==> config.mk <==
export PLATFORM = sky130hd
export DESIGN_NAME = bsq_top
export DESIGN_NICKNAME = d
export VERILOG_FILES = /design/src/pkg/bsq_pkg.sv /design/src/design/bsq_softstart.sv /design/src/design/bsq_switch_ctrl.sv /design/src/design/bsq_top.sv
export VERILOG_INCLUDE_DIRS = /design/src /design/src/pkg
export SDC_FILE = /design/constraint.sdc
export NUM_CORES = 1
export LEC_CHECK = 0
export CELL_PAD_IN_SITES_DETAIL_PLACEMENT = 1
export CELL_PAD_IN_SITES_GLOBAL_PLACEMENT = 2
export CORE_ASPECT_RATIO = 1.5
export CORE_MARGIN = 2
export CORE_UTILIZATION = 38
export DETAILED_ROUTE_END_ITERATION = 7
export DONT_BUFFER_PORTS = 1
export PLACE_DENSITY = 0.88
export RECOVER_POWER = 100
export SYNTH_ARGS = -nofsm -noshare
export SYNTH_HDL_FRONTEND = slang
export SYNTH_SLANG_ARGS = --single-unit
==> constraint.sdc <==
create_clock -name clk_i -period 3 [get_ports clk_i]
set_input_delay 0.6 -clock clk_i [delete_from_list [all_inputs] [get_ports clk_i]]
set_output_delay 0.6 -clock clk_i [all_outputs]
set_load 0.01 [all_outputs]
==> src/pkg/bsq_defs.svh <==
// Register map, reset values, factory contents and timing for the bias sequencer
`ifndef BSQ_DEFS_SVH
`define BSQ_DEFS_SVH
`define BSQ_IDX_FAULT_A 6'h01
`define BSQ_IDX_FAULT_B 6'h02
`define BSQ_IDX_OP_STATUS 6'h03
`define BSQ_IDX_RAIL_EN 6'h09
`define BSQ_IDX_BUCK_CTRL 6'h0F
`define BSQ_BIT_FA_HIGH_LOCK 0
`define BSQ_BIT_FB_OCP 2
`define BSQ_BIT_FB_OVP 1
`define BSQ_BIT_FB_UVP 0
`define BSQ_BIT_RE_BUCK 1
`define BSQ_BIT_BC_FULL_DUTY 7
`define BSQ_BIT_BC_SPREAD 6
`define BSQ_BIT_BC_FORCED_CONTINUOUS_MODE 5
`define BSQ_BIT_OS_PG 0
`define BSQ_BIT_OS_SS 1
`define BSQ_BIT_OS_BUCK 2
`define BSQ_BIT_OS_SKIP 3
`define BSQ_BIT_OS_FULL_DUTY 5
`define BSQ_RST_RAIL_EN 8'h00
`define BSQ_RST_BUCK_CTRL 8'h00
`define BSQ_RST_TRIM 8'h00
`define BSQ_ROM_WORDS 3
`define BSQ_ROM_RAIL_EN 8'h03
`define BSQ_ROM_BUCK_CTRL 8'h20
`define BSQ_ROM_TRIM 8'h5A
`define BSQ_CLK_NS 25
`define BSQ_SS_TIME_US 1000
`define BSQ_BIAS_SETTLE_NS 10000
`define BSQ_TON_NS 200
`define BSQ_MIN_OFF_NS 75
`define BSQ_SW_PERIOD_NS 500
`define BSQ_DITHER_PERIODS 16
`define BSQ_REV_CYCLES 4
`define BSQ_SS_STEPS 256
`endif

==> src/pkg/bsq_pkg.sv <==
// Types shared by the bias sequencer
package bsq_pkg;
  typedef enum logic [2:0] {
    ST_LOW_LOCK,
    ST_HIGH_LOCK,
    ST_ROM_LOAD,
    ST_BIAS,
    ST_RUN
  } bsq_state_t;
endpackage

==> src/design/bsq_softstart.sv <==
// Soft-start reference ramp with pre-biased output hold-off
`timescale 1ns/1ps
`include "bsq_defs.svh"
module bsq_softstart #(
  parameter int SS_CYCLES = 40000
) (
  input wire logic clk_i,
  input wire logic rst_i,
  input wire logic en_i,
  input wire logic rail_above_ref_i,
  output logic [7:0] ref_o,
  output logic active_o,
  output logic inhibit_o
);
  localparam int STEP_CYC = (SS_CYCLES / `BSQ_SS_STEPS) < 1 ? 1 : SS_CYCLES / `BSQ_SS_STEPS;
  logic en_q;
  logic [15:0] step_q;
  logic hold_q;

  always_ff @(posedge clk_i) begin
    if (rst_i) begin
      en_q <= 1'b0;
    end else begin
      en_q <= en_i;
    end
  end

  // Every enable edge restarts the full ramp from zero
  always_ff @(posedge clk_i) begin
    if (rst_i || !en_i) begin
      ref_o <= 8'h00;
      active_o <= 1'b0;
      step_q <= 16'h0000;
    end else if (!en_q) begin
      ref_o <= 8'h00; // RULE11 RULE23
      active_o <= 1'b1;
      step_q <= 16'h0000;
    end else if (active_o) begin
      if (step_q == 16'(STEP_CYC - 1)) begin
        step_q <= 16'h0000;
        if (ref_o == 8'hFF) begin
          active_o <= 1'b0;
        end else begin
          ref_o <= ref_o + 8'h01; // RULE11
        end
      end else begin
        step_q <= step_q + 16'h0001;
      end
    end
  end

  // Hold switching off until the rising reference first reaches the output; the hold stays released until the next enable
  always_ff @(posedge clk_i) begin
    if (rst_i || !en_i) begin
      hold_q <= 1'b1;
    end else if (!en_q) begin
      hold_q <= 1'b1;
    end else if (!rail_above_ref_i) begin
      hold_q <= 1'b0; // RULE13
    end
  end
  assign inhibit_o = hold_q || !en_q;

  property p_ss_restart;
    @(posedge clk_i) disable iff (rst_i) $rose(en_i) |=> ##1 (ref_o == 8'h00 && active_o);
  endproperty
  a_ss_restart: assert property (p_ss_restart) else $error("ramp did not restart"); // RULE11

  property p_ss_prebias;
    @(posedge clk_i) disable iff (rst_i)
      (en_q && hold_q && rail_above_ref_i) |=> inhibit_o;
  endproperty
  a_ss_prebias: assert property (p_ss_prebias) else $error("switching before ref"); // RULE13
endmodule

==> src/design/bsq_switch_ctrl.sv <==
// Fixed on-time switch timing with skip, full duty and dither
`timescale 1ns/1ps
`include "bsq_defs.svh"
module bsq_switch_ctrl (
  input wire logic clk_i,
  input wire logic rst_i,
  input wire logic en_i,
  input wire logic inhibit_i,
  input wire logic forced_continuous_mode_i,
  input wire logic full_duty_en_i,
  input wire logic spread_i,
  input wire logic fb_low_i,
  input wire logic rev_cur_i,
  output logic hs_o,
  output logic ls_o,
  output logic full_duty_o,
  output logic skip_o
);
  localparam int TON_CYC = (`BSQ_TON_NS + `BSQ_CLK_NS - 1) / `BSQ_CLK_NS;
  localparam int MINOFF_CYC = (`BSQ_MIN_OFF_NS + `BSQ_CLK_NS - 1) / `BSQ_CLK_NS;
  localparam int PER_CYC = `BSQ_SW_PERIOD_NS / `BSQ_CLK_NS;
  logic [7:0] tmr_q;
  logic [7:0] per_cnt_q;
  logic [2:0] rev_cnt_q;
  logic rev_seen_q;
  logic [7:0] off_len;
  logic start_on;
  logic run;

  assign run = en_i && !inhibit_i;
  // Dither offset walks 0..3 cycles and wraps with the period counter
  assign off_len = 8'(PER_CYC - TON_CYC) + (spread_i ? {6'h00, per_cnt_q[3:2]} : 8'h00); // RULE20
  assign start_on = !hs_o
    && (full_duty_en_i || tmr_q >= 8'(MINOFF_CYC - 1)) // RULE17 RULE18
    && (fb_low_i || (forced_continuous_mode_i && tmr_q >= off_len - 8'h01)); // RULE14

  always_ff @(posedge clk_i) begin
    if (rst_i || !run) begin
      hs_o <= 1'b0;
      tmr_q <= 8'h00;
      full_duty_o <= 1'b0;
    end else if (hs_o) begin
      if (tmr_q >= 8'(TON_CYC - 1)) begin
        if (full_duty_en_i && fb_low_i) begin
          full_duty_o <= 1'b1; // RULE18
        end else begin
          hs_o <= 1'b0;
          full_duty_o <= 1'b0;
          tmr_q <= 8'h00;
        end
      end else begin
        tmr_q <= tmr_q + 8'h01;
      end
    end else if (start_on) begin
      hs_o <= 1'b1;
      tmr_q <= 8'h00;
    end else if (tmr_q != 8'hFF) begin
      tmr_q <= tmr_q + 8'h01;
    end
  end

  always_ff @(posedge clk_i) begin
    if (rst_i || !run) begin
      per_cnt_q <= 8'h00;
    end else if (start_on) begin
      per_cnt_q <= (per_cnt_q == 8'(`BSQ_DITHER_PERIODS - 1)) ? 8'h00 : per_cnt_q + 8'h01; // RULE21
    end
  end

  // Count consecutive periods that saw reverse current
  always_ff @(posedge clk_i) begin
    if (rst_i || !run || forced_continuous_mode_i) begin
      rev_seen_q <= 1'b0;
      rev_cnt_q <= 3'h0;
    end else if (start_on) begin
      rev_seen_q <= 1'b0;
      if (!rev_seen_q) begin
        rev_cnt_q <= 3'h0;
      end else if (rev_cnt_q != 3'(`BSQ_REV_CYCLES)) begin
        rev_cnt_q <= rev_cnt_q + 3'h1;
      end
    end else if (rev_cur_i) begin
      rev_seen_q <= 1'b1;
    end
  end

  always_ff @(posedge clk_i) begin
    if (rst_i) begin
      ls_o <= 1'b0;
      skip_o <= 1'b0;
    end else begin
      skip_o <= !forced_continuous_mode_i && rev_cnt_q == 3'(`BSQ_REV_CYCLES); // RULE15
      ls_o <= run && !hs_o && !start_on && !(skip_o && rev_cur_i); // RULE15
    end
  end

  property p_no_overlap;
    @(posedge clk_i) disable iff (rst_i) hs_o |=> !ls_o;
  endproperty
  a_no_overlap: assert property (p_no_overlap) else $error("switch overlap"); // RULE17

  property p_min_off;
    @(posedge clk_i) disable iff (rst_i)
      (!full_duty_en_i && $fell(hs_o)) |-> !hs_o [*2];
  endproperty
  a_min_off: assert property (p_min_off) else $error("minimum off skipped"); // RULE17
endmodule

==> src/design/bsq_top.sv <==
// Bias rail start-up sequencer with lockouts, factory load and Wishbone registers
//
// The address map and the Wishbone register port are this design's own decisions.
`timescale 1ns/1ps
`include "bsq_defs.svh"
// What this block does
// RULE1 - Below rising low-input threshold, everything stays off except the input monitor.
// RULE2 - Once running, stop only when input drops under the lower falling threshold.
// RULE3 - Input over high threshold stops all; resume after it falls below release.
// RULE4 - Recovering from high-input lockout sets fault_status_a bit 0.
// RULE5 - First sequencer step after lockout release loads factory configuration memory. After a high-input lockout the code skips the load if it already ran.
// RULE6 - Factory contents become the default values of software registers.
// RULE7 - Bias and references come up before the auxiliary buck starts.
// RULE8 - By default the buck starts once both lockouts clear and stays on.
// RULE9 - Clearing rail_enable_ctrl bit 1 turns the auxiliary buck off.
// RULE10 - Rail good comparator is watched always and feeds bias-ready.
// RULE11 - Each buck enable ramps the reference from zero to full over soft-start.
// RULE12 - Soft-start forces pulse-skip and ignores bias_buck_ctrl bit 5.
// RULE13 - Into a pre-charged output, no switching until the reference reaches it.
// RULE14 - bias_buck_ctrl bit 5 high selects forced continuous at fixed frequency.
// RULE15 - Bit 5 low selects pulse-skip, blocking reverse current after repeated cycles.
// RULE16 - bias_buck_ctrl bit 7 enables full-duty operation.
// RULE17 - Without full duty, each cycle keeps a minimum off time.
// RULE18 - With full duty, high side stays on across cycles while feedback is low.
// RULE19 - operating_status bit 5 shows full-duty operation.
// RULE20 - bias_buck_ctrl bit 6 enables spread-spectrum frequency dither.
// RULE21 - Dither pattern repeats every fixed number of switching periods.
// RULE22 - fault_status_b bits 2,1,0 flag rail overcurrent, overvoltage, undervoltage.
// RULE23 - Re-enabling the buck reruns the whole soft-start ramp.
module bsq_top
  import bsq_pkg::*;
#(
  parameter int SS_CYCLES = `BSQ_SS_TIME_US * 1000 / `BSQ_CLK_NS
) (
  input wire logic clk_i,
  input wire logic rst_i,
  input wire logic wb_cyc_i,
  input wire logic wb_stb_i,
  input wire logic wb_we_i,
  input wire logic [7:0] wb_adr_i,
  input wire logic [3:0] wb_sel_i,
  input wire logic [31:0] wb_dat_i,
  output logic [31:0] wb_dat_o,
  output logic wb_ack_o,
  input wire logic vin_above_rise_i,
  input wire logic vin_above_fall_i,
  input wire logic vin_above_high_i,
  input wire logic vin_above_high_rel_i,
  input wire logic rail_good_i,
  input wire logic rail_above_ref_i,
  input wire logic fb_low_i,
  input wire logic rev_cur_i,
  input wire logic rail_ocp_i,
  input wire logic rail_ovp_i,
  input wire logic rail_uvp_i,
  output logic seq_active_o,
  output logic bias_en_o,
  output logic buck_en_o,
  output logic bias_ready_o,
  output logic [7:0] trim_o,
  output logic [7:0] ss_ref_o,
  output logic hs_on_o,
  output logic ls_on_o
);
  localparam int NPIN = 11;
  localparam int BIAS_CYC = (`BSQ_BIAS_SETTLE_NS + `BSQ_CLK_NS - 1) / `BSQ_CLK_NS;
  localparam logic [7:0] ROM [`BSQ_ROM_WORDS] = '{
    `BSQ_ROM_RAIL_EN, `BSQ_ROM_BUCK_CTRL, `BSQ_ROM_TRIM
  };

  function automatic logic hit(input logic [7:0] adr, input logic [5:0] idx);
    hit = (adr[7:2] == idx) && (adr[1:0] == 2'b00);
  endfunction

  logic [NPIN-1:0] pin_raw;
  logic [NPIN-1:0] meta_q;
  logic [NPIN-1:0] pin_q;
  logic v_rise;
  logic v_fall;
  logic v_high;
  logic v_high_rel;
  logic pg;
  bsq_state_t state_q;
  bsq_state_t state_d;
  logic rom_done_q;
  logic [1:0] rom_idx_q;
  logic [15:0] bias_cnt_q;
  logic [7:0] fault_a_q;
  logic [7:0] fault_b_q;
  logic [7:0] rail_en_q;
  logic [7:0] buck_ctrl_q;
  logic wr_en;
  logic rd_en;
  logic [7:0] clr_a;
  logic [7:0] clr_b;
  logic [7:0] rd_byte;
  logic [7:0] op_status;
  logic ss_active;
  logic sw_inhibit;
  logic full_duty;
  logic skip_mode;
  logic high_exit;

  assign pin_raw = {rail_uvp_i, rail_ovp_i, rail_ocp_i, rev_cur_i, fb_low_i,
    rail_above_ref_i, rail_good_i, vin_above_high_rel_i, vin_above_high_i,
    vin_above_fall_i, vin_above_rise_i};

  // Comparator outputs are asynchronous to the oscillator
  generate
    for (genvar i = 0; i < NPIN; i++) begin : g_sync
      always_ff @(posedge clk_i) begin
        if (rst_i) begin
          meta_q[i] <= 1'b0;
          pin_q[i] <= 1'b0;
        end else begin
          meta_q[i] <= pin_raw[i];
          pin_q[i] <= meta_q[i];
        end
      end
    end
  endgenerate

  assign v_rise = pin_q[0];
  assign v_fall = pin_q[1];
  assign v_high = pin_q[2];
  assign v_high_rel = pin_q[3];
  assign pg = pin_q[4];
  assign high_exit = state_q == ST_HIGH_LOCK && !v_high_rel && v_fall;

  // Sequencer; falling below the low threshold wins over every other state
  always_comb begin
    state_d = state_q;
    unique case (state_q)
      ST_LOW_LOCK: begin
        if (v_rise) begin
          state_d = ST_ROM_LOAD; // RULE1 RULE5
        end
      end
      ST_HIGH_LOCK: begin
        if (!v_high_rel) begin
          state_d = rom_done_q ? ST_BIAS : ST_ROM_LOAD; // RULE3
        end
      end
      ST_ROM_LOAD: begin
        if (rom_idx_q == 2'(`BSQ_ROM_WORDS - 1)) begin
          state_d = ST_BIAS; // RULE7
        end
      end
      ST_BIAS: begin
        if (bias_cnt_q == 16'(BIAS_CYC - 1)) begin
          state_d = ST_RUN; // RULE7 RULE8
        end
      end
      ST_RUN: begin
        state_d = ST_RUN;
      end
    endcase
    if (state_q != ST_LOW_LOCK && state_q != ST_HIGH_LOCK && v_high) begin
      state_d = ST_HIGH_LOCK; // RULE3
    end
    if (state_q != ST_LOW_LOCK && !v_fall) begin
      state_d = ST_LOW_LOCK; // RULE2
    end
  end

  always_ff @(posedge clk_i) begin
    if (rst_i) begin
      state_q <= ST_LOW_LOCK;
    end else begin
      state_q <= state_d;
    end
  end

  always_ff @(posedge clk_i) begin
    if (rst_i || state_q != ST_ROM_LOAD) begin
      rom_idx_q <= 2'h0;
    end else begin
      rom_idx_q <= rom_idx_q + 2'h1;
    end
  end

  // A low-input lockout forces a fresh factory load on the next start
  always_ff @(posedge clk_i) begin
    if (rst_i || state_q == ST_LOW_LOCK) begin
      rom_done_q <= 1'b0;
    end else if (state_q == ST_ROM_LOAD && state_d == ST_BIAS) begin
      rom_done_q <= 1'b1;
    end
  end

  always_ff @(posedge clk_i) begin
    if (rst_i || state_q != ST_BIAS) begin
      bias_cnt_q <= 16'h0000;
    end else begin
      bias_cnt_q <= bias_cnt_q + 16'h0001;
    end
  end

  // Wishbone classic slave, answers every access one cycle later
  assign wr_en = wb_cyc_i && wb_stb_i && !wb_ack_o && wb_we_i && wb_sel_i[0];
  assign rd_en = wb_cyc_i && wb_stb_i && !wb_ack_o && !wb_we_i;

  always_ff @(posedge clk_i) begin
    if (rst_i) begin
      wb_ack_o <= 1'b0;
    end else begin
      wb_ack_o <= wb_cyc_i && wb_stb_i && !wb_ack_o;
    end
  end

  always_comb begin
    rd_byte = 8'h00;
    if (hit(wb_adr_i, `BSQ_IDX_FAULT_A)) begin
      rd_byte = fault_a_q;
    end else if (hit(wb_adr_i, `BSQ_IDX_FAULT_B)) begin
      rd_byte = fault_b_q;
    end else if (hit(wb_adr_i, `BSQ_IDX_OP_STATUS)) begin
      rd_byte = op_status;
    end else if (hit(wb_adr_i, `BSQ_IDX_RAIL_EN)) begin
      rd_byte = rail_en_q;
    end else if (hit(wb_adr_i, `BSQ_IDX_BUCK_CTRL)) begin
      rd_byte = buck_ctrl_q;
    end
  end

  always_ff @(posedge clk_i) begin
    if (rst_i) begin
      wb_dat_o <= 32'h0000_0000;
    end else if (rd_en) begin
      wb_dat_o <= {24'h00_0000, rd_byte};
    end
  end

  // Control registers: factory values first, software may overwrite later
  always_ff @(posedge clk_i) begin
    if (rst_i) begin
      rail_en_q <= `BSQ_RST_RAIL_EN;
      buck_ctrl_q <= `BSQ_RST_BUCK_CTRL;
      trim_o <= `BSQ_RST_TRIM;
    end else if (state_q == ST_ROM_LOAD) begin
      unique case (rom_idx_q)
        2'h0: rail_en_q <= ROM[0]; // RULE6
        2'h1: buck_ctrl_q <= ROM[1]; // RULE6
        2'h2: trim_o <= ROM[2]; // RULE5
        default: trim_o <= trim_o;
      endcase
    end else if (wr_en && hit(wb_adr_i, `BSQ_IDX_RAIL_EN)) begin
      rail_en_q <= wb_dat_i[7:0]; // RULE9
    end else if (wr_en && hit(wb_adr_i, `BSQ_IDX_BUCK_CTRL)) begin
      buck_ctrl_q <= wb_dat_i[7:0]; // RULE14 RULE16 RULE20
    end
  end

  // Fault flags clear on write of one; a new event in the same cycle wins
  assign clr_a = (wr_en && hit(wb_adr_i, `BSQ_IDX_FAULT_A)) ? wb_dat_i[7:0] : 8'h00;
  assign clr_b = (wr_en && hit(wb_adr_i, `BSQ_IDX_FAULT_B)) ? wb_dat_i[7:0] : 8'h00;

  always_ff @(posedge clk_i) begin
    if (rst_i) begin
      fault_a_q <= 8'h00;
      fault_b_q <= 8'h00;
    end else begin
      fault_a_q <= (fault_a_q & ~clr_a) | {7'h00, high_exit}; // RULE4
      fault_b_q <= (fault_b_q & ~clr_b)
        | {5'h00, pin_q[8] && buck_en_o, pin_q[9] && buck_en_o,
           pin_q[10] && buck_en_o && !ss_active}; // RULE22
    end
  end

  assign op_status = {2'b00, full_duty, 1'b0, skip_mode, buck_en_o, ss_active, pg}; // RULE19

  always_ff @(posedge clk_i) begin
    if (rst_i) begin
      seq_active_o <= 1'b0;
      bias_en_o <= 1'b0;
      buck_en_o <= 1'b0;
      bias_ready_o <= 1'b0;
    end else begin
      seq_active_o <= state_d != ST_LOW_LOCK && state_d != ST_HIGH_LOCK; // RULE1 RULE3
      bias_en_o <= state_d == ST_BIAS || state_d == ST_RUN; // RULE7
      buck_en_o <= state_d == ST_RUN && rail_en_q[`BSQ_BIT_RE_BUCK]; // RULE8 RULE9
      bias_ready_o <= state_q == ST_RUN && pg; // RULE10
    end
  end

  bsq_softstart #(
    .SS_CYCLES(SS_CYCLES)
  ) u_ss (
    .clk_i(clk_i),
    .rst_i(rst_i),
    .en_i(buck_en_o),
    .rail_above_ref_i(pin_q[5]),
    .ref_o(ss_ref_o),
    .active_o(ss_active),
    .inhibit_o(sw_inhibit)
  );

  bsq_switch_ctrl u_sw (
    .clk_i(clk_i),
    .rst_i(rst_i),
    .en_i(buck_en_o),
    .inhibit_i(sw_inhibit),
    .forced_continuous_mode_i(buck_ctrl_q[`BSQ_BIT_BC_FORCED_CONTINUOUS_MODE] && !ss_active), // RULE12
    .full_duty_en_i(buck_ctrl_q[`BSQ_BIT_BC_FULL_DUTY]), // RULE16
    .spread_i(buck_ctrl_q[`BSQ_BIT_BC_SPREAD]),
    .fb_low_i(pin_q[6]),
    .rev_cur_i(pin_q[7]),
    .hs_o(hs_on_o),
    .ls_o(ls_on_o),
    .full_duty_o(full_duty),
    .skip_o(skip_mode)
  );

  property p_low_lock_off;
    @(posedge clk_i) disable iff (rst_i)
      (state_q == ST_LOW_LOCK) |-> (!bias_en_o && !buck_en_o && !seq_active_o);
  endproperty
  a_low_lock_off: assert property (p_low_lock_off) else $error("active in low lockout"); // RULE1

  property p_high_fault;
    @(posedge clk_i) disable iff (rst_i) high_exit |=> fault_a_q[0];
  endproperty
  a_high_fault: assert property (p_high_fault) else $error("high lockout flag missing"); // RULE4

  property p_buck_off;
    @(posedge clk_i) disable iff (rst_i)
      !rail_en_q[`BSQ_BIT_RE_BUCK] |=> !buck_en_o;
  endproperty
  a_buck_off: assert property (p_buck_off) else $error("buck on while disabled"); // RULE9

  property p_bias_first;
    @(posedge clk_i) disable iff (rst_i) $rose(buck_en_o) |-> $past(bias_en_o, 2);
  endproperty
  a_bias_first: assert property (p_bias_first) else $error("buck before bias"); // RULE7

  property p_ack_once;
    @(posedge clk_i) disable iff (rst_i)
      (wb_cyc_i && wb_stb_i && !wb_ack_o) |=> wb_ack_o ##1 !wb_ack_o;
  endproperty
  a_ack_once: assert property (p_ack_once) else $error("ack timing wrong");
endmodule

==> results of run 1 <==
-- placed cells by master, fill, tap and decap left out, types with 5 or more instances in the layout --
cell / instances
nor2_1: 75
clkbuf_1: 8
nor4_1: 7
nor3b_1: 5
xnor2_1: 16
nor2b_1: 34
and3_1: 18
xor2_1: 20
or3_1: 5
nand2_1: 53
clkbuf_16: 17
a21oi_1: 50
nor3_1: 21
a22oi_1: 13
nand4_1: 21
and4_1: 5
ha_1: 15
nand3_1: 25
inv_1: 14
and2_1: 5
conb_1: 28
o21ai_0: 30
nand2b_1: 23
dfxtp_1: 141
o22ai_1: 5
mux2i_1: 5
-- registers in the layout (all words and copies together) (netlist names), 3 cells and up --
register,count
meta_q,11
fault_a_q,8
rail_en_q,8
u_sw.per_cnt_q,8
u_sw.tmr_q,8
bias_cnt_q,16
wb_dat_o,8
u_sw.rev_cnt_q,3
state_q,3
u_ss.step_q,16
u_ss.ref_o,8
buck_ctrl_q,8
pin_q,6
fault_b_q,8
-- power groups by stage --
stage / Clock (mW) / Sequential, mW / Combinational [mW]
floorplan: 0 / 1.94 / 0.102
global placement: 0 / 1.94 / 0.0713
detailed placement: 0 / 1.94 / 0.0736
CTS: 2.23 / 1.90 / 0.0741
global route: 2.30 / 1.90 / 0.0809
finish: 2.17 / 1.90 / 0.0726
-- worst max-delay path: cells and delay by family (launching register included) --
| kind | cells | cell delay [ns] |
|---|---|---|
| simple gates | 3 | 0.82 |
| flops | 1 | 0.40 |
| fa+ha+maj | 2 | 0.48 |
| compound gates | 4 | 0.95 |
-- cell families (layout without fill, tap and decap cells) --
family	count (synthesis)	after routing	synth area share
buf+inv	74	58	0.0643
mux	5	5	0.00794
simple gates	319	319	0.267
fa+ha+maj	15	15	0.0298
xor+xnor	36	36	0.0500
flops	141	141	0.448
compound gates	131	131	0.132
other cells	1	28	0.000595
-- cell usage after synthesis, types with 7 or more instances --
| cell | n | area (um2) |
|---|---|---|
| nand4_1 | 21 | 131 |
| ha_1 | 15 | 188 |
| dfxtp_1 | 141 | 2820 |
| xor2_1 | 20 | 175 |
| nand2b_1 | 23 | 144 |
| nor3_1 | 21 | 105 |
| xnor2_1 | 16 | 140 |
| clkbuf_1 | 24 | 90.1 |
| a21oi_1 | 50 | 250 |
| and3_1 | 18 | 113 |
| nand3_1 | 25 | 125 |
| inv_1 | 14 | 52.6 |
| nor4_1 | 7 | 43.8 |
| nor2_1 | 75 | 282 |
| buf_4 | 31 | 233 |
| nand2_1 | 53 | 199 |
| a22oi_1 | 12 | 90.1 |
| nor2b_1 | 34 | 213 |
| o21ai_0 | 27 | 135 |
-- per-stage QoR --
stage | instance area [um2] | setup WS [ns]
5_1_grt | 6990 | 0.0251
2_1_floorplan | 6400 | 0.548
3_3_place_gp | 6400 | 0.365
6_report | 6990 | 0.260
3_5_place_dp | 6400 | 0.213
4_1_cts | 7020 | 0.184
-- layout make-up --
| type | instances | area share |
|---|---|---|
| Sequential cell | 141 | 0.404 |
| Clock buffer | 17 | 0.0609 |
| Timing Repair Buffer | 12 | 0.00860 |
| Inverter | 14 | 0.00752 |
| Multi-Input combinational cell | 534 | 0.455 |
| Tap cell | 206 | 0.0369 |
| Clock inverter | 15 | 0.0270 |
-- metal layers --
layer  vias to the layer above  GRT usage
met4                         0      0.101
li1                       2464          -
met1                      2559      0.198
met2                       105      0.369
met3                        34     0.0465
met5                         -          0
-- worst paths after layout --
| path | slack, ns | cells after the start | end | startpoint |
|---|---|---|---|---|
| max | 0.26 | 9 | u_sw.tmr_q[7] | buck_ctrl_q[6] |
| min | 0.23 | 1 | meta_q[0] | rst_i |
| max reg2reg | 0.26 | 9 | u_sw.tmr_q[7] | buck_ctrl_q[6] |
| min reg2reg | 0.43 | 1 | u_ss.hold_q | pin_q[5] |
-- timing repair --
| item | CTS | global route |
|---|---|---|
| buffers inserted | 0 | 0 |
| resized for setup | 0 | 1 |
| endpoints found under the setup margin | 0 | 3 |
==> impl_results.md, run 1 <==
* Status: completed
* GR Overflow Total at 0
* Peak supply drop at 355 uV
* Synthesized cell area at 6300 um2
* DR iter-0 viols at 269
* Hold_buf cts at 0
* Multi-input gate area at around 3200 um2
* Vias in the first global route at about 5500
* WL met1 at between 6 and 7 mm
* Routed WL at 16.3 mm
* Post-synth ARST share at 0
* Measured slew at the worst slew-check pin at between 0.8 and 0.9 ns
* Switch share at 0.220
* Setup crit start kind: flop
* Placed cells at 907
* Core box area at 16200 um2
* Final core occ at 0.432
* Type of the worst min-delay path: in -> reg
* Clock slew at reported path FFs at ~0.060 ns
* # H-tree levels at 4
* Storage cell area at 2820 um2
* RSZ-0062 raised after global routing: no
* Routability Congestion at 0.844
* Fin Hold WS at 0.233 ns
* HPWL after DPL at ~12 mm
* Yosys warning total at 0
* Final Power at 4.15 mW
* CTS Buf Count at 17
* Residual DRC at 0
* Max stage delay on crit path at approximately 0.50 ns
* Initial Util at 0.389
* Post-synthesis area per instance at 8.73 um2
* Fmax at 365 MHz
* Critical path's most frequent cell: ha_1
* Post-synth top flop: dfxtp_1
* Skew final at roughly 0.0074 ns
* Synth Register Bits at 141
* DIE WIDTH at 109 um
* Met2 wire len at 9.05 mm
* Sequential share of power at 0.459
* Critical path peak fanout at 11
* Initial antenna violation count at 0
* P&R area growth vs syn at 10.9%
* Part of the cycle the worst path needs at 0.913
* Internal at 3.23 mW
* # diodes at 0
* Port bufs at 0
* Post-layout minimum cycle time at 2.74 ns
* Detailed Routing Iterations Pass 1 at 4
* Max-cap viol count at 0
* Slowest cell on crit path: or3b_2
* Worst slew margin at 0.406
* Die Y at 162 um
* Total die area at 17600 um2
* WL/cell at 17.3 um
* # rows at 57
* CTS tree: built
* Fin nets at 795
* Total number of vias at between 5000 and 6000
* Clock share of power at 0.524
* Mapped Cells at approximately 720
* Final hold vios at 0
* Max Buffers Root-to-Sink at 2
* Remaining antenna violation count at 0
* Total GRT Usage at 0.198
* Share of cells above drive strength 1 at 0.0655
* Max Used Layer: met4
* Psw at 0.914 mW
* LEAKAGE at approximately 2.4 nW
* Clock sink count at 141
* Finished Layout Cells at 939
* Via density at 5.50
* Power Density at 594 nW/um2
* Detailed route wirelength on metal3 at 724 um
* Post-synth EDFFs at 0
* Finish-stage setup viols at 0
* Critical Path AT at 3.08 ns
* Fillers at around 1900
* I/O pin cnt at 115
* CP Data Required Time at approximately 3.4 ns
* CTS Root Buffer Type: clkbuf_16
* Fin. max-slew vios at 0
* Setup CP Type: reg -> reg
* TNS Setup at 0 ns
* Yosys cell types at 62
* Seq/Total Area, Yosys at 0.448
* First-pass GRT wire length at 26.9 mm
* CP Capture Type: flop
* Worst skew pair latency at 0.43 ns
* Largest net degree at the start of global routing at 80
* Combinational power share at 0.018
* CP cell instances: nand2_1, ha_1, ha_1, or3b_2, a2111oi_4, nor3_2, a31oi_1, o21bai_1, o31ai_1
Power figures use the tool's default switching activity.
==> run 2: changes to the inputs <==
--- a/config.mk
+++ b/config.mk
@@ -13,7 +13,7 @@
 export CORE_UTILIZATION = 38
 export DETAILED_ROUTE_END_ITERATION = 7
 export DONT_BUFFER_PORTS = 1
-export PLACE_DENSITY = 0.88
+export PLACE_DENSITY = 0.79
 export RECOVER_POWER = 100
 export SYNTH_ARGS = -nofsm -noshare
 export SYNTH_HDL_FRONTEND = slang
==> impl_results.md, run 2 (synthesis gave the netlist of run 1 again) <==
* Status: completed
* Post-CTS setup buffer count at 0 (unchanged)
* Post_cts resized at 0 (unchanged)
* Max stage delay on crit path at 0.50 ns (about the same)
* Commonest non-fill, non-tap cell in the layout: dfxtp_1
* Setup crit start kind: flop
* Detailed Routing Iterations Pass 1 at 4 (unchanged)
* Worst slew margin at 0.466 (+0.0597)
* Share of cells above drive strength 1 at 0.0694 (+0.00390)
* Skew final at 0.00805 ns (+0.000627 ns)
* Slowest cell on crit path: or3b_2
* HPWL after DPL at 12.1 mm (+1.7%)
* Max-cap viol count at 0 (unchanged)
* Post-layout minimum cycle time at 2.78 ns (+0.0442 ns)
* Fin. max-slew vios at 0 (unchanged)
* P&R area growth vs syn at 10.8%
* First-pass GRT wire length at 27.4 mm (+2.0%)
* CTS Buf Count at 17 (unchanged)
* DIE WIDTH at 109 um (unchanged)
* Vias in the first global route at 5381 (-2.0%)
* Worst Path Buf+Inv at 1 (+1)
* Part of the cycle the worst path needs at 0.928 (+0.0147)
* Final core occ at 0.431 (-0.000463)
* Storage cell area at 2820 um2 (unchanged)
* Max Buffers Root-to-Sink at 2 (unchanged)
* CP Capture Type: flop
* Fmax at 359 MHz (-1.6%)
* Clock slew at reported path FFs at 0.06 ns (about the same)
* GR Overflow Total at 0 (unchanged)
* RSZ-0062 raised after global routing: no
* CP Data Required Time at 3.31 ns (-0.04 ns)
* CTS Root Buffer Type: clkbuf_16
* DR iter-0 viols at 173 (-36%)
* Port bufs at 0 (unchanged)
* Final hold vios at 0 (unchanged)
* Most frequent cells in the layout: 141 x dfxtp_1, 75 x nor2_1, 53 x nand2_1
* Hold_buf cts at 0 (unchanged)
* Measured slew at the worst slew-check pin at 0.794 ns (-0.0969 ns)
* Critical path peak fanout at 9 (-2)
* Initial Util at 0.389 (unchanged)
* WL/cell at 17.4 um (+0.46%)
* CTS tree: built
* Total number of vias at 5043 (-2.3%)
* Multi-input gate area at 3170 um2 (-0.16%)
* Worst skew pair latency at 0.42 ns (about the same)
* Fin nets at 797 (+0.25%)
* Core box area at 16200 um2 (unchanged)
* # rows at 57 (unchanged)
* Finished Layout Cells at 941 (+0.21%)
* Worst path top cell family by delay: simple AND/OR/NAND/NOR gates
* Routability Congestion at 0.810 (-3.9%)
* # diodes at 0 (unchanged)
* LEAKAGE at 2.39 nW (+0.92%)
* # H-tree levels at 4 (unchanged)
* Total GRT Usage at 0.198 (about the same)
* CP cell instances: nand2_1, ha_1, ha_1, or3b_2, a2111oi_4, nor4_1, clkbuf_1, nand2_1, xor2_1, nor2_1
* Power Density at 589 nW/um2 (-0.83%)
* Setup CP Type: reg -> reg
* Placed cells at 909 (+0.22%)
* Peak supply drop at 343 uV (-3.5%)
* Fillers at 1906 (-0.52%)
* DP Worst Slack at 0.150 ns (-0.0639 ns)
* Fin Hold WS at 0.241 ns (+0.00818 ns)
* Residual DRC at 0 (unchanged)
* Top flop regs: bias_cnt_q x16, u_ss.step_q x16, meta_q x11
* Routed WL at 16.4 mm (+0.68%)
* Initial antenna violation count at 0 (unchanged)
* Total die area at 17600 um2 (unchanged)
* Remaining antenna violation count at 0 (unchanged)
* Final worst slack at 0.216 ns (-0.0442 ns)
* Die Y at 162 um (unchanged)
* Type of the worst min-delay path: in -> reg
* Clock sink count at 141 (unchanged)
* Largest net degree at the start of global routing at 80 (unchanged)
* TNS Setup at 0 ns (unchanged)
* Critical Path AT at 3.09 ns (about the same)
* Via density at 5.36 (-2.5%)
* I/O pin cnt at 115 (unchanged)
* Finish-stage setup viols at 0 (unchanged)
## run 2: changes by cell type in the layout (fill, tap and decap cells not counted), moves of 2 or more
cell and change:
inv_6 +5, clkinv_4 -3, buf_4 +2, nor3_2 -2
## run 2: final cells by class
type	count	share of cell area
Tap cell	206	0.0369
Timing Repair Buffer	14	0.0108
Inverter	14	0.00753
Sequential cell	141	0.404
Clock inverter	14	0.0226
Clock buffer	18	0.0629
Multi-Input combinational cell	534	0.455
## run 2: power by group
part	internal, mW	switching (mW)	leakage, nW
combinational	0.0258	0.0468	0.965
sequential	1.89	0.0116	1.14
clock	1.26	0.870	0.285
total	3.18	0.929	2.39
## run 2: path summary, 6_finish.rpt
path | cells past startpoint | to | start | slack, ns
max | 10 | u_sw.per_cnt_q[2] | u_sw.per_cnt_q[2] | 0.22
min | 1 | meta_q[8] | rst_i | 0.24
max reg2reg | 10 | u_sw.per_cnt_q[2] | u_sw.per_cnt_q[2] | 0.22
min reg2reg | 1 | v_high_rel | meta_q[3] | 0.44
## run 2: per-layer routing
| layer | GRT usage | share of wire | up-vias |
|---|---|---|---|
| met5 | 0 | 0 | - |
| met4 | 0.0664 | 0.019 | 0 |
| met3 | 0.0514 | 0.043 | 23 |
| met2 | 0.358 | 0.54 | 94 |
| met1 | 0.221 | 0.40 | 2457 |
| li1 | - | - | 2469 |
## run 2: through the flow
| step | total power, mW | area (um2) |
|---|---|---|
| final | 4.11 | 6980 |
| after detailed placement | 2.02 | 6420 |
| after CTS | 4.15 | 7010 |
| after global routing | 4.25 | 6980 |
| after floorplan | 2.04 | 6400 |
| after global placement | 2.01 | 6420 |
==> run 3: changes to the inputs <==
--- a/config.mk
+++ b/config.mk
@@ -15,6 +15,7 @@
 export DONT_BUFFER_PORTS = 1
 export PLACE_DENSITY = 0.79
 export RECOVER_POWER = 100
+export SETUP_SLACK_MARGIN = 0.5
 export SYNTH_ARGS = -nofsm -noshare
 export SYNTH_HDL_FRONTEND = slang
 export SYNTH_SLANG_ARGS = --single-unit
==> impl_results.md, run 3 (synthesis gave the netlist of run 1 again) <==
* RSZ-0062 raised after global routing: yes
* Finish-stage setup viols at 0 (unchanged)
* Setup crit start kind: flop
* Core box area at 16200 um2 (unchanged)
* Routed WL at 16.5 mm (+0.63%)
* Worst skew pair latency at 0.42 ns (about the same)
* Share of cells above drive strength 1 at 0.0902 (+0.0208)
* Measured slew at the worst slew-check pin at 0.794 ns (+0.000000417 ns)
* Residual DRC at 0 (unchanged)
* Fin nets at 805 (+1.0%)
* Post-layout minimum cycle time at 2.65 ns (-0.139 ns)
* DR iter-0 viols at 171 (-1.2%)
* Largest net degree at the start of global routing at 80 (unchanged)
* Initial antenna violation count at 0 (unchanged)
* TNS Setup at 0 ns (unchanged)
* Max stage delay on crit path at 0.58 ns (+0.08 ns)
* Status: completed
* Remaining antenna violation count at 0 (unchanged)
* Clock slew at reported path FFs at 0.06 ns (about the same)
* P&R area growth vs syn at 12.5%
* HPWL after DPL at 12.1 mm (unchanged)
* Worst Path Buf+Inv at 2 (+1)
* Part of the cycle the worst path needs at 0.882 (-0.0463)
* Via density at 5.38 (+0.30%)
* CP cell instances: nand2_1, ha_4, ha_4, clkbuf_4, o21a_1, a2111oi_4, nor3_2, clkbuf_1, nand4_1, xor2_1, nor2_2
* Initial Util at 0.389 (unchanged)
* Fin Hold WS at 0.242 ns (+0.000610 ns)
* Fmax at 378 MHz (+5.2%)
* Commonest non-fill, non-tap cell in the layout: dfxtp_1
* # rows at 57 (unchanged)
* WL/cell at 17.4 um (-0.22%)
* Final hold vios at 0 (unchanged)
* # diodes at 0 (unchanged)
* DIE WIDTH at 109 um (unchanged)
* Critical path's most frequent cell: ha_4
* First-pass GRT wire length at 27.5 mm (+0.50%)
* Type of the worst min-delay path: in -> reg
* # H-tree levels at 4 (unchanged)
* GR Overflow Total at 0 (unchanged)
* Routability Congestion at 0.810 (unchanged)
* Die Y at 162 um (unchanged)
* Worst slew margin at 0.466 (unchanged)
* Skew final at 0.00749 ns (-0.000560 ns)
* CTS Buf Count at 17 (unchanged)
* Detailed Routing Iterations Pass 1 at 4 (unchanged)
* Max Buffers Root-to-Sink at 2 (unchanged)
* I/O pin cnt at 115 (unchanged)
* Critical path peak fanout at 7 (-2)
* CP Data Required Time at 3.30 ns (about the same)
* Top flop regs: bias_cnt_q x16, u_ss.step_q x16, meta_q x11
* Max-cap viol count at 0 (unchanged)
* CTS Root Buffer Type: clkbuf_16
* Total die area at 17600 um2 (unchanged)
* Clock sink count at 141 (unchanged)
* Power Density at 579 nW/um2 (-1.6%)
* Fin. max-slew vios at 0 (unchanged)
* CP Capture Type: flop
* Slowest cell on crit path: nor3_2
* Critical Path AT at 2.95 ns (-0.14 ns)
* Hold_buf cts at 0 (unchanged)
* Port bufs at 0 (unchanged)
* Most frequent cells in the layout: 138 x dfxtp_1, 74 x nor2_1, 52 x nand2_1
* Final core occ at 0.438 (+0.00680)
* Peak supply drop at 341 uV (-0.33%)
* Total GRT Usage at 0.199 (+0.00144)
* Final Power at 4.11 mW (about the same)
* LEAKAGE at 2.43 nW (+1.8%)
* Total number of vias at 5101 (+1.2%)
* Setup CP Type: reg -> reg
* Worst path top cell family by delay: simple AND/OR/NAND/NOR gates
* CTS tree: built
* Vias in the first global route at 5425 (+0.82%)
==> run 3: layer usage <==
metal | up-vias | part of all wire | global-route usage
met1 | 2504 | 0.40 | 0.221
met3 | 26 | 0.041 | 0.0514
met5 | - | 0 | 0
met4 | 0 | 0.020 | 0.0682
met2 | 86 | 0.54 | 0.361
li1 | 2485 | - | -
==> run 3: cell type report <==
type | count | area [um2]
Multi-Input combinational cell | 534 | 3220
Tap cell | 206 | 258
Sequential cell | 141 | 2830
Fill cell | 1904 | 9100
Clock buffer | 18 | 439
Inverter | 14 | 52.6
Timing Repair Buffer | 22 | 135
Clock inverter | 14 | 158
==> run 3: timing repair <==
item | 4_1_cts | 5_1_grt
setup buffers | 7 | 1
gates resized for setup | 12 | 10
setup endpoints to repair | 18 | 22
pin swaps | 8 | 7
==> run 3: report_power, final <==
group          switching, mW  total, mW  internal (mW)  leakage (nW)
logic                 0.0466     0.0728         0.0261          1.01
registers             0.0114       1.90           1.89          1.14
clock network          0.868       2.13           1.26         0.285
==> run 3: final timing paths <==
path                   from                 to  slack (ns)  depth (start not counted)
max          buck_ctrl_q[6]  u_sw.per_cnt_q[7]        0.35                         11
min                   rst_i          meta_q[8]        0.24                          1
max reg2reg  buck_ctrl_q[6]  u_sw.per_cnt_q[7]        0.35                         11
min reg2reg       meta_q[3]         v_high_rel        0.44                          1
==> run 3: through the flow <==
step           area [um2]  std cells  setup slack (ns)
2_1_floorplan        6400        749             0.548
3_3_place_gp         6420        909             0.302
3_5_place_dp         6420        909             0.150
4_1_cts              7120        948             0.509
5_1_grt              7090        949             0.235
6_report             7090        949             0.355
